$ cat src/rtl/clk_route_pkg.sv
// Package: register map, field positions, reset values and types of the clock and route bank
package clk_route_pkg;
	// ****************************************
	// Register map
	// ****************************************
	localparam logic [7:0] idx_stage_enables = 8'h02;
	localparam logic [7:0] idx_tree_delay    = 8'h03;
	localparam logic [7:0] idx_routing       = 8'h04;
	localparam logic [7:0] idx_test_word     = 8'h05;
	localparam logic [7:0] idx_port_data     = 8'h06;
	localparam logic [7:0] idx_status        = 8'h07;
	localparam logic [7:0] addr_stage_enables = 8'h08;
	localparam logic [7:0] addr_tree_delay    = 8'h0c;
	localparam logic [7:0] addr_routing       = 8'h10;
	localparam logic [7:0] addr_test_word     = 8'h14;
	localparam logic [7:0] addr_port_data     = 8'h18;
	localparam logic [7:0] addr_status        = 8'h1c;
	localparam logic [7:0] rst_stage_enables  = 8'he1;
	localparam logic [7:0] rst_tree_delay     = 8'h00;
	localparam logic [7:0] rst_routing        = 8'h00;
	localparam logic [15:0] rst_test_word     = 16'h0000;
	localparam logic [1:0] resp_okay          = 2'h0;
	localparam logic [1:0] resp_slverr        = 2'h2;
	// ****************************************
	// Field positions
	// ****************************************
	localparam int bit_diff_clock      = 7;
	localparam int bit_first_pin_in    = 6;
	localparam int bit_compl_pin_in    = 5;
	localparam int bit_se_hold         = 4;
	localparam int bit_inv_sinc        = 3;
	localparam int bit_qmc_offset      = 2;
	localparam int bit_qmc_corr        = 1;
	localparam int bit_mixer           = 0;
	localparam int pos_diff_dly        = 6;
	localparam int pos_se_dly          = 4;
	localparam int bit_test_word_ena   = 7;
	localparam int pos_out_dly         = 5;
	localparam int bit_copy_a_to_b     = 4;
	localparam int bit_copy_b_to_a     = 3;
	localparam int bit_reverse_a       = 1;
	localparam int bit_reverse_b       = 0;
	localparam int sample_width        = 16;
	localparam int max_out_delay       = 3;
	// ****************************************
	// Timing of delay steps
	// ****************************************
	localparam real delay_step_ns = 1.0;
	localparam real clk_period_ns = 100.0;
	// Steps shorter than one cycle still cost at least one cycle
	localparam int delay_step_cycles = (delay_step_ns / clk_period_ns) > 1.0 ?
		int'(delay_step_ns / clk_period_ns) : 1;
	localparam int delay_chain_len = 3 * delay_step_cycles;
	// ****************************************
	// Types
	// ****************************************
	typedef logic [sample_width-1:0] sample_t;
	typedef struct packed {
		sample_t chan_one;
		sample_t chan_two;
	} sample_pair_t;
	typedef struct packed {
		logic diff_clock_sel;
		logic first_pin_input_enable;
		logic complement_pin_input_enable;
		logic single_ended_clock_hold;
		logic inverse_sinc_enable;
		logic qmc_offset_enable;
		logic qmc_corr_enable;
		logic mixer_enable;
	} stage_cfg_t;
	typedef struct packed {
		logic       out_en;
		logic       out_val;
	} pin_drive_t;
endpackage : clk_route_pkg

$ cat src/rtl/clk_route_cfg.sv
// Module: clock pin, stage enable and output routing configuration bank with AXI4-Lite slave
//
// Contract
// - With differential select set the clock comes from the primary pin pair, else from the shared pin (first-pin input enable set) or the data clock input.
// - With first-pin input enable set the shared pin is a clock input, else it drives the data clock out.
// - With the hold bit set the single-ended clock path is held at one.
// - The differential clock delay field adds 0 to 3 delay steps.
// - The single-ended clock delay field applies the same steps independently.
// - The test-word enable feeds the written 16-bit word to both channels.
// - The output delay field holds both outputs back 0 to 3 cycles.
// - Copy A to B alone puts A on both outputs; both route bits swap the outputs.
// - Copy B to A alone puts B on both outputs; both clear routes normally.
// - The stage register resets to 0xe1.
// - The delay register resets to zero and its low four bits have no function.
// - The routing register resets to zero and its bit two is unused.
// - Each port reversal flag mirrors the bit order of that port's word.
`timescale 1ns/1ps
`default_nettype none
module clk_route_cfg (
	// Clock, reset, enable
	input  wire logic                        clk_sys_in,
	input  wire logic                        reset_n_in,
	input  wire logic                        clk_en_in,
	// AXI4-Lite slave
	input  wire logic [7:0]                  s_axi_awaddr_in,
	input  wire logic                        s_axi_awvalid_in,
	output logic                             s_axi_awready_out,
	input  wire logic [31:0]                 s_axi_wdata_in,
	input  wire logic [3:0]                  s_axi_wstrb_in,
	input  wire logic                        s_axi_wvalid_in,
	output logic                             s_axi_wready_out,
	output logic [1:0]                       s_axi_bresp_out,
	output logic                             s_axi_bvalid_out,
	input  wire logic                        s_axi_bready_in,
	input  wire logic [7:0]                  s_axi_araddr_in,
	input  wire logic                        s_axi_arvalid_in,
	output logic                             s_axi_arready_out,
	output logic [31:0]                      s_axi_rdata_out,
	output logic [1:0]                       s_axi_rresp_out,
	output logic                             s_axi_rvalid_out,
	input  wire logic                        s_axi_rready_in,
	// Clock pins and lock
	input  wire logic                        primary_clock_pin_in,
	input  wire logic                        complementary_clock_pin_in,
	input  wire logic                        shared_clock_pin_in,
	input  wire logic                        pll_lock_in,
	input  wire logic                        data_clock_in,
	output clk_route_pkg::pin_drive_t        shared_clock_pin_out,
	output clk_route_pkg::pin_drive_t        complementary_clock_pin_out,
	output logic                             diff_clock_out,
	output logic                             single_ended_clock_out,
	// Stage enables
	output clk_route_pkg::stage_cfg_t        stage_cfg_out,
	// Sample path
	input  wire clk_route_pkg::sample_pair_t port_samples_in,
	input  wire clk_route_pkg::sample_pair_t stage_samples_in,
	output clk_route_pkg::sample_pair_t      port_samples_out,
	output clk_route_pkg::sample_pair_t      converter_samples_out
);
	import clk_route_pkg::*;

	// ****************************************
	// Pin synchronisers
	// ****************************************
	logic [4:0] pin_meta_q;
	logic [4:0] pin_sync_q;
	always_ff @(posedge clk_sys_in or negedge reset_n_in) begin
		if (!reset_n_in) begin
			pin_meta_q <= 5'h00;
			pin_sync_q <= 5'h00;
		end else if (clk_en_in) begin
			pin_meta_q <= {primary_clock_pin_in, complementary_clock_pin_in,
				shared_clock_pin_in, pll_lock_in, data_clock_in};
			pin_sync_q <= pin_meta_q;
		end
	end
	logic prim_s, compl_s, shared_s, lock_s, dclk_s;
	assign {prim_s, compl_s, shared_s, lock_s, dclk_s} = pin_sync_q;

	// ****************************************
	// Registers
	// ****************************************
	logic [7:0]  stage_q;
	logic [3:0]  tree_dly_q;
	logic [7:0]  routing_q;
	sample_t     test_word_q;

	// ****************************************
	// AXI4-Lite write
	// ****************************************
	logic [7:0] aw_addr_q;
	logic       aw_have_q;
	logic [31:0] w_data_q;
	logic [3:0] w_strb_q;
	logic       w_have_q;
	logic       do_write;
	logic       aw_have_d, w_have_d, bvalid_d, rvalid_d;
	assign do_write = aw_have_q && w_have_q && !s_axi_bvalid_out;
	// Readies come from flops fed by the next handshake state, same timing as a decoded ready
	always_comb begin
		aw_have_d = (s_axi_awvalid_in && s_axi_awready_out) || (aw_have_q && !do_write);
		w_have_d  = (s_axi_wvalid_in && s_axi_wready_out) || (w_have_q && !do_write);
		bvalid_d  = do_write || (s_axi_bvalid_out && !s_axi_bready_in);
		rvalid_d  = (s_axi_arvalid_in && s_axi_arready_out)
			|| (s_axi_rvalid_out && !s_axi_rready_in);
	end
	always_ff @(posedge clk_sys_in or negedge reset_n_in) begin
		if (!reset_n_in) begin
			s_axi_awready_out <= 1'b1;
			s_axi_wready_out  <= 1'b1;
			s_axi_arready_out <= 1'b1;
		end else if (clk_en_in) begin
			s_axi_awready_out <= !aw_have_d && !bvalid_d;
			s_axi_wready_out  <= !w_have_d && !bvalid_d;
			s_axi_arready_out <= !rvalid_d;
		end
	end

	always_ff @(posedge clk_sys_in or negedge reset_n_in) begin
		if (!reset_n_in) begin
			aw_have_q <= 1'b0;
			aw_addr_q <= 8'h00;
		end else if (clk_en_in) begin
			if (s_axi_awvalid_in && s_axi_awready_out) begin
				aw_have_q <= 1'b1;
				aw_addr_q <= s_axi_awaddr_in;
			end else if (do_write)
				aw_have_q <= 1'b0;
		end
	end

	always_ff @(posedge clk_sys_in or negedge reset_n_in) begin
		if (!reset_n_in) begin
			w_have_q <= 1'b0;
			w_data_q <= 32'h0000_0000;
			w_strb_q <= 4'h0;
		end else if (clk_en_in) begin
			if (s_axi_wvalid_in && s_axi_wready_out) begin
				w_have_q <= 1'b1;
				w_data_q <= s_axi_wdata_in;
				w_strb_q <= s_axi_wstrb_in;
			end else if (do_write)
				w_have_q <= 1'b0;
		end
	end

	logic wr_hit;
	always_comb begin
		unique case (aw_addr_q & 8'hfc)
			addr_stage_enables, addr_tree_delay, addr_routing, addr_test_word: wr_hit = 1'b1;
			default: wr_hit = 1'b0;
		endcase
	end

	always_ff @(posedge clk_sys_in or negedge reset_n_in) begin
		if (!reset_n_in) begin
			stage_q     <= rst_stage_enables;
			tree_dly_q  <= rst_tree_delay[7:4];
			routing_q   <= rst_routing;
			test_word_q <= rst_test_word;
		end else if (clk_en_in && do_write) begin
			if (w_strb_q[0]) begin
				unique case (aw_addr_q & 8'hfc)
					addr_stage_enables: stage_q <= w_data_q[7:0];
					// Low nibble has no storage
					addr_tree_delay:    tree_dly_q <= w_data_q[7:4];
					// Bit two is not stored
					addr_routing:       routing_q <= w_data_q[7:0] & 8'hfb;
					addr_test_word:     test_word_q[7:0] <= w_data_q[7:0];
					default: ;
				endcase
			end
			if (w_strb_q[1] && (aw_addr_q & 8'hfc) == addr_test_word)
				test_word_q[15:8] <= w_data_q[15:8];
		end
	end

	always_ff @(posedge clk_sys_in or negedge reset_n_in) begin
		if (!reset_n_in) begin
			s_axi_bvalid_out <= 1'b0;
			s_axi_bresp_out  <= resp_okay;
		end else if (clk_en_in) begin
			if (do_write) begin
				s_axi_bvalid_out <= 1'b1;
				s_axi_bresp_out  <= wr_hit ? resp_okay : resp_slverr;
			end else if (s_axi_bready_in)
				s_axi_bvalid_out <= 1'b0;
		end
	end

	// ****************************************
	// AXI4-Lite read
	// ****************************************
	logic [31:0] rd_word;
	logic        rd_hit;
	always_comb begin
		rd_word = 32'h0000_0000;
		rd_hit  = 1'b1;
		unique case (s_axi_araddr_in & 8'hfc)
			addr_stage_enables: rd_word = {24'h000000, stage_q};
			addr_tree_delay:    rd_word = {24'h000000, tree_dly_q, 4'h0};
			addr_routing:       rd_word = {24'h000000, routing_q};
			addr_test_word:     rd_word = {16'h0000, test_word_q};
			addr_port_data:     rd_word = port_samples_out;
			addr_status:        rd_word = {27'h0000000, prim_s, compl_s, shared_s, lock_s, dclk_s};
			default:            rd_hit = 1'b0;
		endcase
	end

	always_ff @(posedge clk_sys_in or negedge reset_n_in) begin
		if (!reset_n_in) begin
			s_axi_rvalid_out <= 1'b0;
			s_axi_rdata_out  <= 32'h0000_0000;
			s_axi_rresp_out  <= resp_okay;
		end else if (clk_en_in) begin
			if (s_axi_arvalid_in && s_axi_arready_out) begin
				s_axi_rvalid_out <= 1'b1;
				s_axi_rdata_out  <= rd_word;
				s_axi_rresp_out  <= rd_hit ? resp_okay : resp_slverr;
			end else if (s_axi_rready_in)
				s_axi_rvalid_out <= 1'b0;
		end
	end

	// ****************************************
	// Clock pin use and delay trees
	// ****************************************
	logic diff_src, se_src, diff_dly, se_dly;
	// Differential: pair must disagree; single ended: shared pin if first-pin input enable is set, else data clock input
	assign diff_src = prim_s & ~compl_s;
	// Hold forces one so the unused path stays quiet
	assign se_src = stage_q[bit_se_hold] ? 1'b1 :
		(stage_q[bit_first_pin_in] ? shared_s : dclk_s);

	tap_delay u_diff_dly (
		.clk_sys_in (clk_sys_in),
		.reset_n_in (reset_n_in),
		.enable_in  (clk_en_in),
		.sig_in     (diff_src),
		.sel_in     (tree_dly_q[pos_diff_dly-4 +: 2]),
		.sig_out    (diff_dly)
	);
	tap_delay u_se_dly (
		.clk_sys_in (clk_sys_in),
		.reset_n_in (reset_n_in),
		.enable_in  (clk_en_in),
		.sig_in     (se_src),
		.sel_in     (tree_dly_q[pos_se_dly-4 +: 2]),
		.sig_out    (se_dly)
	);

	always_ff @(posedge clk_sys_in or negedge reset_n_in) begin
		if (!reset_n_in) begin
			diff_clock_out              <= 1'b0;
			single_ended_clock_out      <= 1'b0;
			shared_clock_pin_out        <= '0;
			complementary_clock_pin_out <= '0;
			stage_cfg_out               <= stage_cfg_t'(rst_stage_enables);
		end else if (clk_en_in) begin
			diff_clock_out         <= stage_q[bit_diff_clock] ? diff_dly : 1'b0;
			single_ended_clock_out <= stage_q[bit_diff_clock] ? 1'b0 : se_dly;
			shared_clock_pin_out <= '{out_en: ~stage_q[bit_first_pin_in],
				out_val: dclk_s};
			complementary_clock_pin_out <= '{out_en: ~stage_q[bit_compl_pin_in],
				out_val: lock_s};
			stage_cfg_out <= stage_cfg_t'(stage_q);
		end
	end

	// ****************************************
	// Sample path
	// ****************************************
	function automatic sample_t mirror(input sample_t v);
		sample_t r;
		r = '0;
		for (int i = 0; i < sample_width; i++)
			r[i] = v[sample_width-1-i];
		return r;
	endfunction

	sample_pair_t routed, delay_q [max_out_delay:1];
	always_ff @(posedge clk_sys_in or negedge reset_n_in) begin
		if (!reset_n_in)
			port_samples_out <= '0;
		else if (clk_en_in) begin
			port_samples_out.chan_one <= routing_q[bit_reverse_a] ?
				mirror(port_samples_in.chan_one) : port_samples_in.chan_one;
			port_samples_out.chan_two <= routing_q[bit_reverse_b] ?
				mirror(port_samples_in.chan_two) : port_samples_in.chan_two;
		end
	end

	always_comb begin
		routed = stage_samples_in;
		unique case ({routing_q[bit_copy_a_to_b], routing_q[bit_copy_b_to_a]})
			2'b00: routed = stage_samples_in;
			2'b01: routed = '{chan_one: stage_samples_in.chan_two,
				chan_two: stage_samples_in.chan_two};
			2'b10: routed = '{chan_one: stage_samples_in.chan_one,
				chan_two: stage_samples_in.chan_one};
			2'b11: routed = '{chan_one: stage_samples_in.chan_two,
				chan_two: stage_samples_in.chan_one};
		endcase
		if (routing_q[bit_test_word_ena])
			routed = '{chan_one: test_word_q, chan_two: test_word_q};
	end

	genvar g;
	generate
		for (g = 1; g <= max_out_delay; g++) begin : g_out_dly
			always_ff @(posedge clk_sys_in or negedge reset_n_in) begin
				if (!reset_n_in)
					delay_q[g] <= '0;
				else if (clk_en_in)
					delay_q[g] <= (g == 1) ? routed : delay_q[(g == 1) ? 1 : g-1];
			end
		end
	endgenerate

	// Output register itself is the zero-delay stage
	always_ff @(posedge clk_sys_in or negedge reset_n_in) begin
		if (!reset_n_in)
			converter_samples_out <= '0;
		else if (clk_en_in) begin
			if (routing_q[pos_out_dly +: 2] == 2'h0)
				converter_samples_out <= routed;
			else
				converter_samples_out <= delay_q[routing_q[pos_out_dly +: 2]];
		end
	end
endmodule // clk_route_cfg
`default_nettype wire

$ cat src/rtl/tap_delay.sv
// Module: selectable clock delay line, 0 to 3 steps of one cycle each
`timescale 1ns/1ps
`default_nettype none
module tap_delay (
	// Clock and reset
	input  wire logic       clk_sys_in,
	input  wire logic       reset_n_in,
	input  wire logic       enable_in,
	// Signal
	input  wire logic       sig_in,
	input  wire logic [1:0] sel_in,
	output logic            sig_out
);
	import clk_route_pkg::*;
	logic [delay_chain_len:0] chain;
	assign chain[0] = sig_in;
	genvar g;
	generate
		for (g = 1; g <= delay_chain_len; g++) begin : g_tap
			always_ff @(posedge clk_sys_in or negedge reset_n_in) begin
				if (!reset_n_in)
					chain[g] <= 1'b0;
				else if (enable_in)
					chain[g] <= chain[g-1];
			end
		end
	endgenerate
	always_ff @(posedge clk_sys_in or negedge reset_n_in) begin
		if (!reset_n_in)
			sig_out <= 1'b0;
		else if (enable_in)
			sig_out <= chain[int'(sel_in) * delay_step_cycles];
	end
endmodule // tap_delay
`default_nettype wire

$ cat config.mk
export PLATFORM = sky130hd
export DESIGN_NAME = clk_route_cfg
export DESIGN_NICKNAME = d
export VERILOG_FILES = /design/src/rtl/clk_route_pkg.sv /design/src/rtl/clk_route_cfg.sv /design/src/rtl/tap_delay.sv
export SDC_FILE = /design/constraint.sdc
export NUM_CORES = 1
export LEC_CHECK = 0
export BUFFER_PORTS_ARGS = -buffer_cell sky130_fd_sc_hd__clkbuf_2
export CORE_ASPECT_RATIO = 0.7
export CORE_MARGIN = 2
export CORE_UTILIZATION = 45
export DETAILED_ROUTE_END_ITERATION = 8
export PLACE_DENSITY = 0.67
export SLEW_MARGIN = 20
export SYNTH_ARGS = -nofsm -noshare
export SYNTH_HDL_FRONTEND = slang
export SYNTH_HIERARCHICAL = 1
export SYNTH_SLANG_ARGS = --single-unit
$ cat constraint.sdc
create_clock -name clk_sys_in -period 2.1 [get_ports clk_sys_in]
set_input_delay 0.21 -clock clk_sys_in [delete_from_list [all_inputs] [get_ports clk_sys_in]]
set_output_delay 0.21 -clock clk_sys_in [all_outputs]
set_load 0.03 [all_outputs]
Word level (Yosys, flattened, before mapping)
Cells that the tools add are included.
{ "word_totals": {"inputBits": 129, "wordCells": 145, "regBits": 296} }
{ "classes": {"magnitude_cmp": 3, "n_bitwise": 4, "n_eq_ne": 13, "n_reduce_logical": 46, "muxes": 27} }
{ "op_table": {"columns": ["op", "count"], "rows": [
  ["32-bit one-hot mux with 6 select lines", 1],
  ["32-bit one-hot mux with 4 select lines", 1],
  ["32-bit 2-to-1 mux", 3],
  ["32-bit binary-select mux with 2-bit select", 1],
  ["6-bit by 3-bit == test with 1-bit output (second input constant)", 6],
  ["16-bit 2-to-1 mux", 2],
  ["6-bit by 2-bit == test with 1-bit output (second input constant)", 4],
  ["2-bit AND reduction", 9],
  ["1-bit 2-to-1 mux", 15],
  ["1-bit logical AND", 13],
  ["3-bit AND reduction", 4],
  ["2-bit by 3-bit < comparator with 1-bit output (second input constant)", 3],
  ["1-bit zero test", 8],
  ["2-bit nonzero test", 4],
  ["6-bit OR reduction", 1],
  ["1-bit binary-select mux with 2-bit select", 2],
  ["2-bit == test (second input constant)", 2],
  ["2-bit zero test", 2],
  ["1-bit logical OR", 4],
  ["2-bit 2-to-1 mux", 2],
  ["4-bit OR reduction", 1],
  ["1-bit inverter", 3],
  ["2-bit by 1-bit == test with 1-bit output (second input constant)", 1],
  ["1-bit AND", 1]
]} }

Longest topological paths before layout
Gate-level depths: netlist of the first run.
{ "depth": {"depth_word": 7, "mapped_depth": 7} }

Modules after synthesis
The synthesis of the first run kept the hierarchy.
{ "by_module_without_submodules": {"columns": ["module", "instances", "cells_per_inst", "seq_area_each_um2", "area_per_inst_um2"], "rows": [
  ["clk_route_cfg", 1, 1060, 7120.6, 12826.1],
  ["tap_delay", 2, 13, 100.1, 192.7]
]} }

Worst setup path before layout of the first run
OpenSTA, ideal clock, no wires.
{ "synth_timing": {"kind": "register to register", "from": "register s_axi_bvalid_out", "to": "register tree_dly_q[0]", "period_less_slack_ps": 2001, "setup_time_ps": 125, "n_path_buf": 1, "arrival_ps": 1875, "path_stages_with_launch": 6, "slack_ps": 99, "cell_sequence": "dfrtp_1 -> nand4b_4 -> or4_4 -> or2_1 -> buf_2 -> mux2_4"} }
{ "synth_between": {"elab_chain_cells": 4} }
{ "synth_lines": {"columns": ["element", "line_no", "rtl"], "rows": [
  ["start, declared", "clk_route_cfg.sv:33", "output logic s_axi_bvalid_out,"],
  ["start signal, assigned", "clk_route_cfg.sv:180", "s_axi_bvalid_out <= 1'b0;"],
  ["start signal, assigned", "clk_route_cfg.sv:184", "s_axi_bvalid_out <= 1'b1;"],
  ["start signal, assigned", "clk_route_cfg.sv:187", "s_axi_bvalid_out <= 1'b0;"],
  ["1-bit zero test", "clk_route_cfg.sv:98", "assign do_write = aw_have_q && w_have_q && !s_axi_bvalid_out;"],
  ["1-bit logical AND", "clk_route_cfg.sv:98", null],
  ["1-bit logical AND", "clk_route_cfg.sv:161", "end else if (clk_en_in && do_write) begin"],
  ["3-bit AND reduction (no source line)", null, null],
  ["end signal, assigned", "clk_route_cfg.sv:158", "tree_dly_q <= rst_tree_delay[7:4];"],
  ["end signal, assigned", "clk_route_cfg.sv:166", "addr_tree_delay: tree_dly_q <= w_data_q[7:4];"],
  ["end, declared", "clk_route_cfg.sv:84", "logic [3:0] tree_dly_q;"]
]} }
No other way between the ends.
A chain may end at the register's enable or synchronous reset.

Worst setup path after layout of the first run
{ "layout_timing": {"from": "register routing_q[1]", "to": "register port_samples_out[28] (netlist name)"} }
{ "layout_between": {"elab_chain_cells": 1} }
{ "layout_lines": {"columns": ["element", "line_no", "rtl"], "rows": [
  ["start, declared", "clk_route_cfg.sv:85", "logic [7:0] routing_q;"],
  ["start signal, assigned", "clk_route_cfg.sv:159", "routing_q <= rst_routing;"],
  ["start signal, assigned", "clk_route_cfg.sv:168", "addr_routing: routing_q <= w_data_q[7:0] & 8'hfb;"],
  ["16-bit 2-to-1 mux", "clk_route_cfg.sv:286", "port_samples_out.chan_one <= routing_q[bit_reverse_a] ?"],
  ["end, declared", "clk_route_cfg.sv:57", "output clk_route_pkg::sample_pair_t port_samples_out,"]
]} }
No other way between the ends.

==> results of run 1 <==
-- kinds of logic after synthesis --
family | Yosys count
other | 1
muxes | 267
and+or+nand+nor | 256
DFF | 292
buffers and inverters | 86
xor gates and xnor gates | 1
AOI/OAI and AO/OA | 183
-- layout make-up --
cell class | count | share of cell area (%)
multi-input cells | 709 | 33.2
inverters | 10 | 0.224
repair buffers | 335 | 13.7
clock buffers | 43 | 5.44
well taps | 378 | 2.83
flip-flops and latches | 292 | 43.8
clock inverters | 13 | 0.905
-- state kept, by name, summed over array words and instances, names as in the netlist, 4 cells and up --
signal and count:
delay_q 96, converter_samples_out 32, port_samples_out 32, s_axi_rdata_out 32, test_word_q 16, w_data_q 16
stage_cfg_out 8, stage_q 8, routing_q 7, aw_addr_q 6, pin_meta_q 5, pin_sync_q 5
tree_dly_q 4
-- Yosys cell counts (all sizes together), types with 4 or more instances --
cell / count
dfrtp: 281
mux2: 223
nor2: 77
nand2: 61
clkbuf: 59
nor2b: 55
mux2i: 44
a21oi: 39
a211oi: 32
a31oi: 32
or3: 32
o22ai: 31
a22o: 19
buf: 17
dfstp: 11
inv: 10
nand3: 10
a22oi: 9
o21ai: 5
a221oi: 4
-- what timing repair did --
action | CTS | global route
hold endpoints to repair | 292 | 0
gates resized for setup | 0 | 1
hold buffers | 79 | 0
endpoints found under the setup margin | 0 | 5
-- power by group through the flow --
stage / combinational, W / sequential (W) / clock, W
final: 0.00549 / 0.00873 / 0.00564
after global routing: 0.00594 / 0.00897 / 0.00598
after CTS: 0.00553 / 0.00872 / 0.00576
after detailed placement: 0.00534 / 0.00881 / 0
after global placement: 0.00523 / 0.00874 / 0
after floorplan: 0.00299 / 0.00921 / 0
-- path summary, 6_finish.rpt --
check / to / slack [ns] / cells after the start
setup / recovery: port_samples_out[28] / 0.07 / 3
hold / removal: port_samples_out[12] / 0.04 / 3
setup reg to reg: port_samples_out[28] / 0.07 / 3
hold reg to reg: s_axi_rdata_out[9] / 0.46 / 2
max in group asynchronous: port_samples_out[1] / 1.15 / 4
min in group asynchronous: converter_samples_out[14] / 0.17 / 2
-- per-layer routing --
layer	up-vias	GRT usage, %	wire, um
li1	4514	-	-
met1	4888	33.6	16100
met2	234	34.5	15900
met3	60	4.08	1840
met4	0	6.50	966
met5	-	0	0
-- critical path: cells and delay by family, from the launching register on --
kind                   cells  cell delay (ns)
DFF                        1             0.93
muxes                      1             0.28
buffers and inverters      1             0.57
AOI/OAI and AO/OA          1             0.07
-- per-stage QoR --
stage               total power [W]  std cells
finish                       0.0199       1780
global route                 0.0209       1780
CTS                          0.0200       1780
detailed placement           0.0141       1645
global placement             0.0140       1645
floorplan                    0.0122       1087
==> run_results.csv, run 1 <==
group,metric,value,unit
placed_design,place_area,0.0149,sq mm
cts,cts-root-buf,"clkbuf_16",
synth,seq_area_frac_synth,55.4,%
synth,ys_ff_latch,292,
layout,layout_common_cells,"dfrtp_1 (279), clkbuf_2 (221), mux2_2 (217)",
global_routing,antenna_found_initial,0,
synth,ys_types,49,
power_and_ir_drop,pwr-share-comb,27.6,%
route,drtPass1Iterations,5,
floorplanning,coreArea,0.0289,sq mm
layout,area_growth_syn_to_layout,26.7,%
worst_setup_path,critPathLaunch,"routing_q[1]",
power_and_ir_drop,p_leak,7.59,nW
cts,cts_setup_buffers,0,
route,wirelength,34.9,mm
synth,ys.flop_type,"dfrtp_1",
timing,holdWs,0.0403,ns
cts,cts_made_buffers,30,
floorplanning,die_w,209,um
layout,final_common_cell,"dfrtp_1",
timing,fin_ws,0.0686,ns
synth,synth_top_area_cell,"dfrtp_1",
synth,synth_top_family_by_area,"multiplexers",
synth,synth.area.mux_share,22.5,%
synth,synth_enable_flop_cells,0,
layout,final_area,0.0167,sq mm
global_routing,grt_use_total,22.8,%
timing,setup-tns-final,0,ns
route,vias_per_cell,5.45,
placed_design,dp_hpwl,23.6,mm
layout,seq_area,0.00732,sq mm
placed_design,portBuffers,223,
timing,hold_viol,0,
min_path,worstHoldStart,"port_samples_in[12]",
synth,synth_fa_ha_area_share,0,%
timing,setup_viol,0,
floorplanning,fp.dieArea,0.0308,sq mm
route,remaining_drc_errors,0,
worst_setup_path,crit_fanout,15,
min_path,hold_path_class,"primary input to flop",
synth,synth-xor-area-share,0.0663,%
synth,synthSimpleGateAreaFrac,9.94,%
power_and_ir_drop,netSwitchingPower,0.00655,W
route,num_vias,9696,
worst_setup_path,crit_type,"flop to flop",
placed_design,dp_slack,0.186,ns
global_routing,grt_max_degree,131,
worst_setup_path,path_cells,"mux2i_1, dlygate4sd3_1, a21oi_1",
timing,fmax,0.492,GHz
layout,final.fill_count,2401,
power_and_ir_drop,intPower,0.0133,W
worst_setup_path,crit_slowest_cell,"dfrtp_1",
worst_setup_path,end_kind,"flop",
timing,final.min_clock_period,2.03,ns
route,first_iter_violations,598,
synth,yosys_warnings,6,
layout,n_antenna_cell,0,
placed_design,place_congestion,0.828,
synth,postSynthAreaPerCell,12.2,sq um
run,cap_viol_max_count,0,
cts,cts_sinks,292,
cts,clk_pin_slew,0.07,ns
floorplanning,num_io_pins,248,
timing,fin_skew,0.0157,ns
worst_setup_path,arrival,2.43,ns
timing,slew_headroom,40.1,%
layout,drive_above_1_share,39.6,%
floorplanning,die_h,147,um
synth,synth_compound_area_share,9.41,%
layout,finalCoreUtilization,57.9,%
synth,postSynthCellCount,1086,
layout,nets,1507,
cts,htree_num_levels,1,
timing,tightestPinTransition,0.898,ns
worst_setup_path,cpPeakStageDelay,0.93,ns
power_and_ir_drop,ir_drop,0.000643,V
global_routing,grt_pass1_vias,9876,
cts,cts_tree,"yes",
global_routing,grt.overflow.total,0,
global_routing,grt_pass1_wl,55.6,mm
power_and_ir_drop,clockPowerShare,28.4,%
outcome,status,"finished clean",
power_and_ir_drop,switching_share,33.0,%
worst_setup_path,start_kind,"flop",
power_and_ir_drop,powerDensity,1190,mW/mm^2
synth,yosysTopAreaCellShare,53.2,%
route,wl_per_cell,19.6,um
worst_setup_path,r2r-start,"routing_q[1]",
synth,netlist_area,0.0132,sq mm
worst_setup_path,critPathRequiredTime,2.50,ns
timing,min_period_over_period,96.7,%
synth,synth_top_cells_by_area,"dfrtp_1 (53%), mux2_2 (18%), mux2i_1 (3.3%), nor2b_1 (2.6%), dfstp_2 (2.2%)",
timing,drv_slew,0,
synth,ys_async_sr_fraction,100,%
floorplanning,initial_utilization,45.7,%
cts,cts_buffer_depth,3,
power_and_ir_drop,sequentialPowerShare,44.0,%
cts,insertion_delay,0.56,ns
floorplanning,row_count,52,
layout,multiInputGateArea,0.00555,sq mm
route,postRouteAntennaNets,0,
timing,grt_setup_unrepaired,"false",
Power figures use the tool's default switching activity.
==> run 2, diff against run 1 <==
- CTS_CLUSTER_DIAMETER: unset -> 40
- SETUP_SLACK_MARGIN: unset -> 0.15
==> run_results.csv, run 2 (synthesis gave the netlist of run 1 again) <==
group,metric,value,unit
outcome,status,"finished clean",
worst_setup_path,critPathLaunch,"aw_addr_q[5]",
cts,cts_setup_buffers,0,
global_routing,grt.overflow.total,0,
placed_design,dp_hpwl,24.0,mm
cts,cts_tree,"yes",
power_and_ir_drop,clockPowerShare,31.2,%
worst_setup_path,r2r-start,"aw_addr_q[5]",
floorplanning,initial_utilization,45.7,%
worst_setup_path,start_kind,"flop",
cts,htree_num_levels,2,
layout,area_growth_syn_to_layout,25.2,%
min_path,hold_path_class,"primary input to flop",
route,num_vias,9516,
min_path,whs_path_depth,3,
power_and_ir_drop,netSwitchingPower,0.00673,W
route,first_iter_violations,521,
run,cap_viol_max_count,0,
worst_setup_path,worstRegToRegCells,4,
timing,setup_viol,0,
layout,layout_common_cells,"dfrtp_1 (279), clkbuf_2 (221), mux2_2 (217)",
power_and_ir_drop,switching_share,32.6,%
timing,drv_slew,0,
cts,cts_sinks,292,
layout,drive_above_1_share,40.9,%
worst_setup_path,crit_fanout,4,
layout,largest_reg_flops,96,
layout,regMostFlops,"delay_q",
cts,cts_buffer_depth,3,
global_routing,antenna_found_initial,3,
floorplanning,die_w,209,um
timing,slew_headroom,33.6,%
worst_setup_path,regToRegSetupSlack,0.22,ns
floorplanning,row_count,52,
power_and_ir_drop,pwr-share-comb,26.3,%
floorplanning,die_h,147,um
floorplanning,coreArea,0.0289,sq mm
cts,cts-root-buf,"clkbuf_16",
power_and_ir_drop,ir_drop,0.000810,V
route,wirelength,34.8,mm
worst_setup_path,crit_type,"flop to flop",
global_routing,grt_pass1_wl,54.8,mm
power_and_ir_drop,powerDensity,1250,mW/mm^2
route,remaining_drc_errors,0,
floorplanning,fp.dieArea,0.0308,sq mm
global_routing,grt_max_degree,76,
timing,fmax,0.533,GHz
floorplanning,num_io_pins,248,
timing,tightestPinTransition,0.996,ns
placed_design,portBuffers,223,
layout,final_common_cell,"dfrtp_1",
route,postRouteAntennaNets,0,
timing,min_period_over_period,89.3,%
route,wl_per_cell,19.9,um
timing,fin_skew,0.0208,ns
worst_setup_path,end_kind,"flop",
timing,final.min_clock_period,1.88,ns
timing,grt_setup_unrepaired,"false",
cts,clk_pin_slew,0.06,ns
timing,holdWs,0.0196,ns
cts,insertion_delay,0.52,ns
worst_setup_path,crit_path_end,"tree_dly_q[3]",
worst_setup_path,r2r-end,"tree_dly_q[3]",
placed_design,place_congestion,0.824,
route,drtPass1Iterations,5,
timing,fin_ws,0.224,ns
cts,cts_made_buffers,36,
timing,setup-tns-final,0,ns
placed_design,dp_slack,0.251,ns
power_and_ir_drop,sequentialPowerShare,42.5,%
global_routing,grt_use_total,22.8,%
global_routing,grt_pass1_vias,9591,
power_and_ir_drop,intPower,0.0139,W
timing,hold_viol,0,
power_and_ir_drop,p_leak,7.50,nW
worst_setup_path,arrival,2.28,ns
route,vias_per_cell,5.45,
worst_setup_path,critPathRequiredTime,2.50,ns
layout,nets,1469,
-- run 2: changes by cell type in the layout (fill, tap and decap cells not counted), sizes merged, moves of 2 or more --
cell         delta
clkbuf          +4
clkinv          -2
inv             +3
dlygate4sd3    -43
bufinv          +2
-- run 2: routing by layer --
metal / share of wire, % / up-vias / wire (um) / GRT usage (%)
met5: 0.072 / - / 25 / 0
met4: 1.8 / 4 / 633 / 6.04
met3: 5.1 / 53 / 1760 / 4.94
met2: 46 / 218 / 16000 / 34.9
met1: 47 / 4796 / 16400 / 33.0
li1: - / 4445 / - / -
-- run 2: timing repair --
| action | 4_1_cts | 5_1_grt |
|---|---|---|
| hold buffers | 36 | 0 |
| resized for setup | 0 | 0 |
| hold endpoints to repair | 86 | 0 |
-- run 2: power by group through the flow --
stage	registers, W	logic, W	clock network, W
floorplan	0.00921	0.00299	0
global placement	0.00872	0.00527	0
detailed placement	0.00881	0.00538	0
CTS	0.00873	0.00546	0.00657
global route	0.00897	0.00589	0.00680
finish	0.00876	0.00542	0.00643
-- run 2: worst min-delay path by stage --
stage / slack (ns) / end / from
final: 0.02 / port_samples_out[7] / port_samples_in[7]
after global routing: 0.03 / port_samples_out[30] / port_samples_in[17]
after CTS: 0.0002 / port_samples_out[1] / port_samples_in[1]
after detailed placement: 0.20 / delay_q[77] / reset_n_in
after global placement: 0.20 / delay_q[77] / reset_n_in
after floorplan: -0.09 / aw_addr_q[2] / reset_n_in
-- run 2: layout make-up --
cell class                 instances  area (sq um)
inverter                          10          37.5
fill                            2449         12400
clock buffer                      47          1000
tap                              378           473
antenna                            1          2.50
clock inverter                    17           236
multi-input combinational        709          5550
timing repair buffer             291          1910
sequential                       292          7320
-- run 2: worst max-delay path, stage by stage, from the launching register on --
cell and delay, ns:
dfrtp_1 0.41, nand4bb_1 0.20, or4_4 0.50, or2_1 0.32
mux2_4 0.33
-- run 2: through the flow --
step                      instance area, sq um  power (W)  utilization, %  instances
after floorplan                          13200     0.0122               -       1087
after global placement                   14900     0.0140            51.7       1644
after detailed placement                 14900     0.0142            51.7       1644
after CTS                                16500     0.0208            57.2       1744
after global routing                     16500     0.0217            57.2       1745
final                                    16500     0.0206            57.2       1745
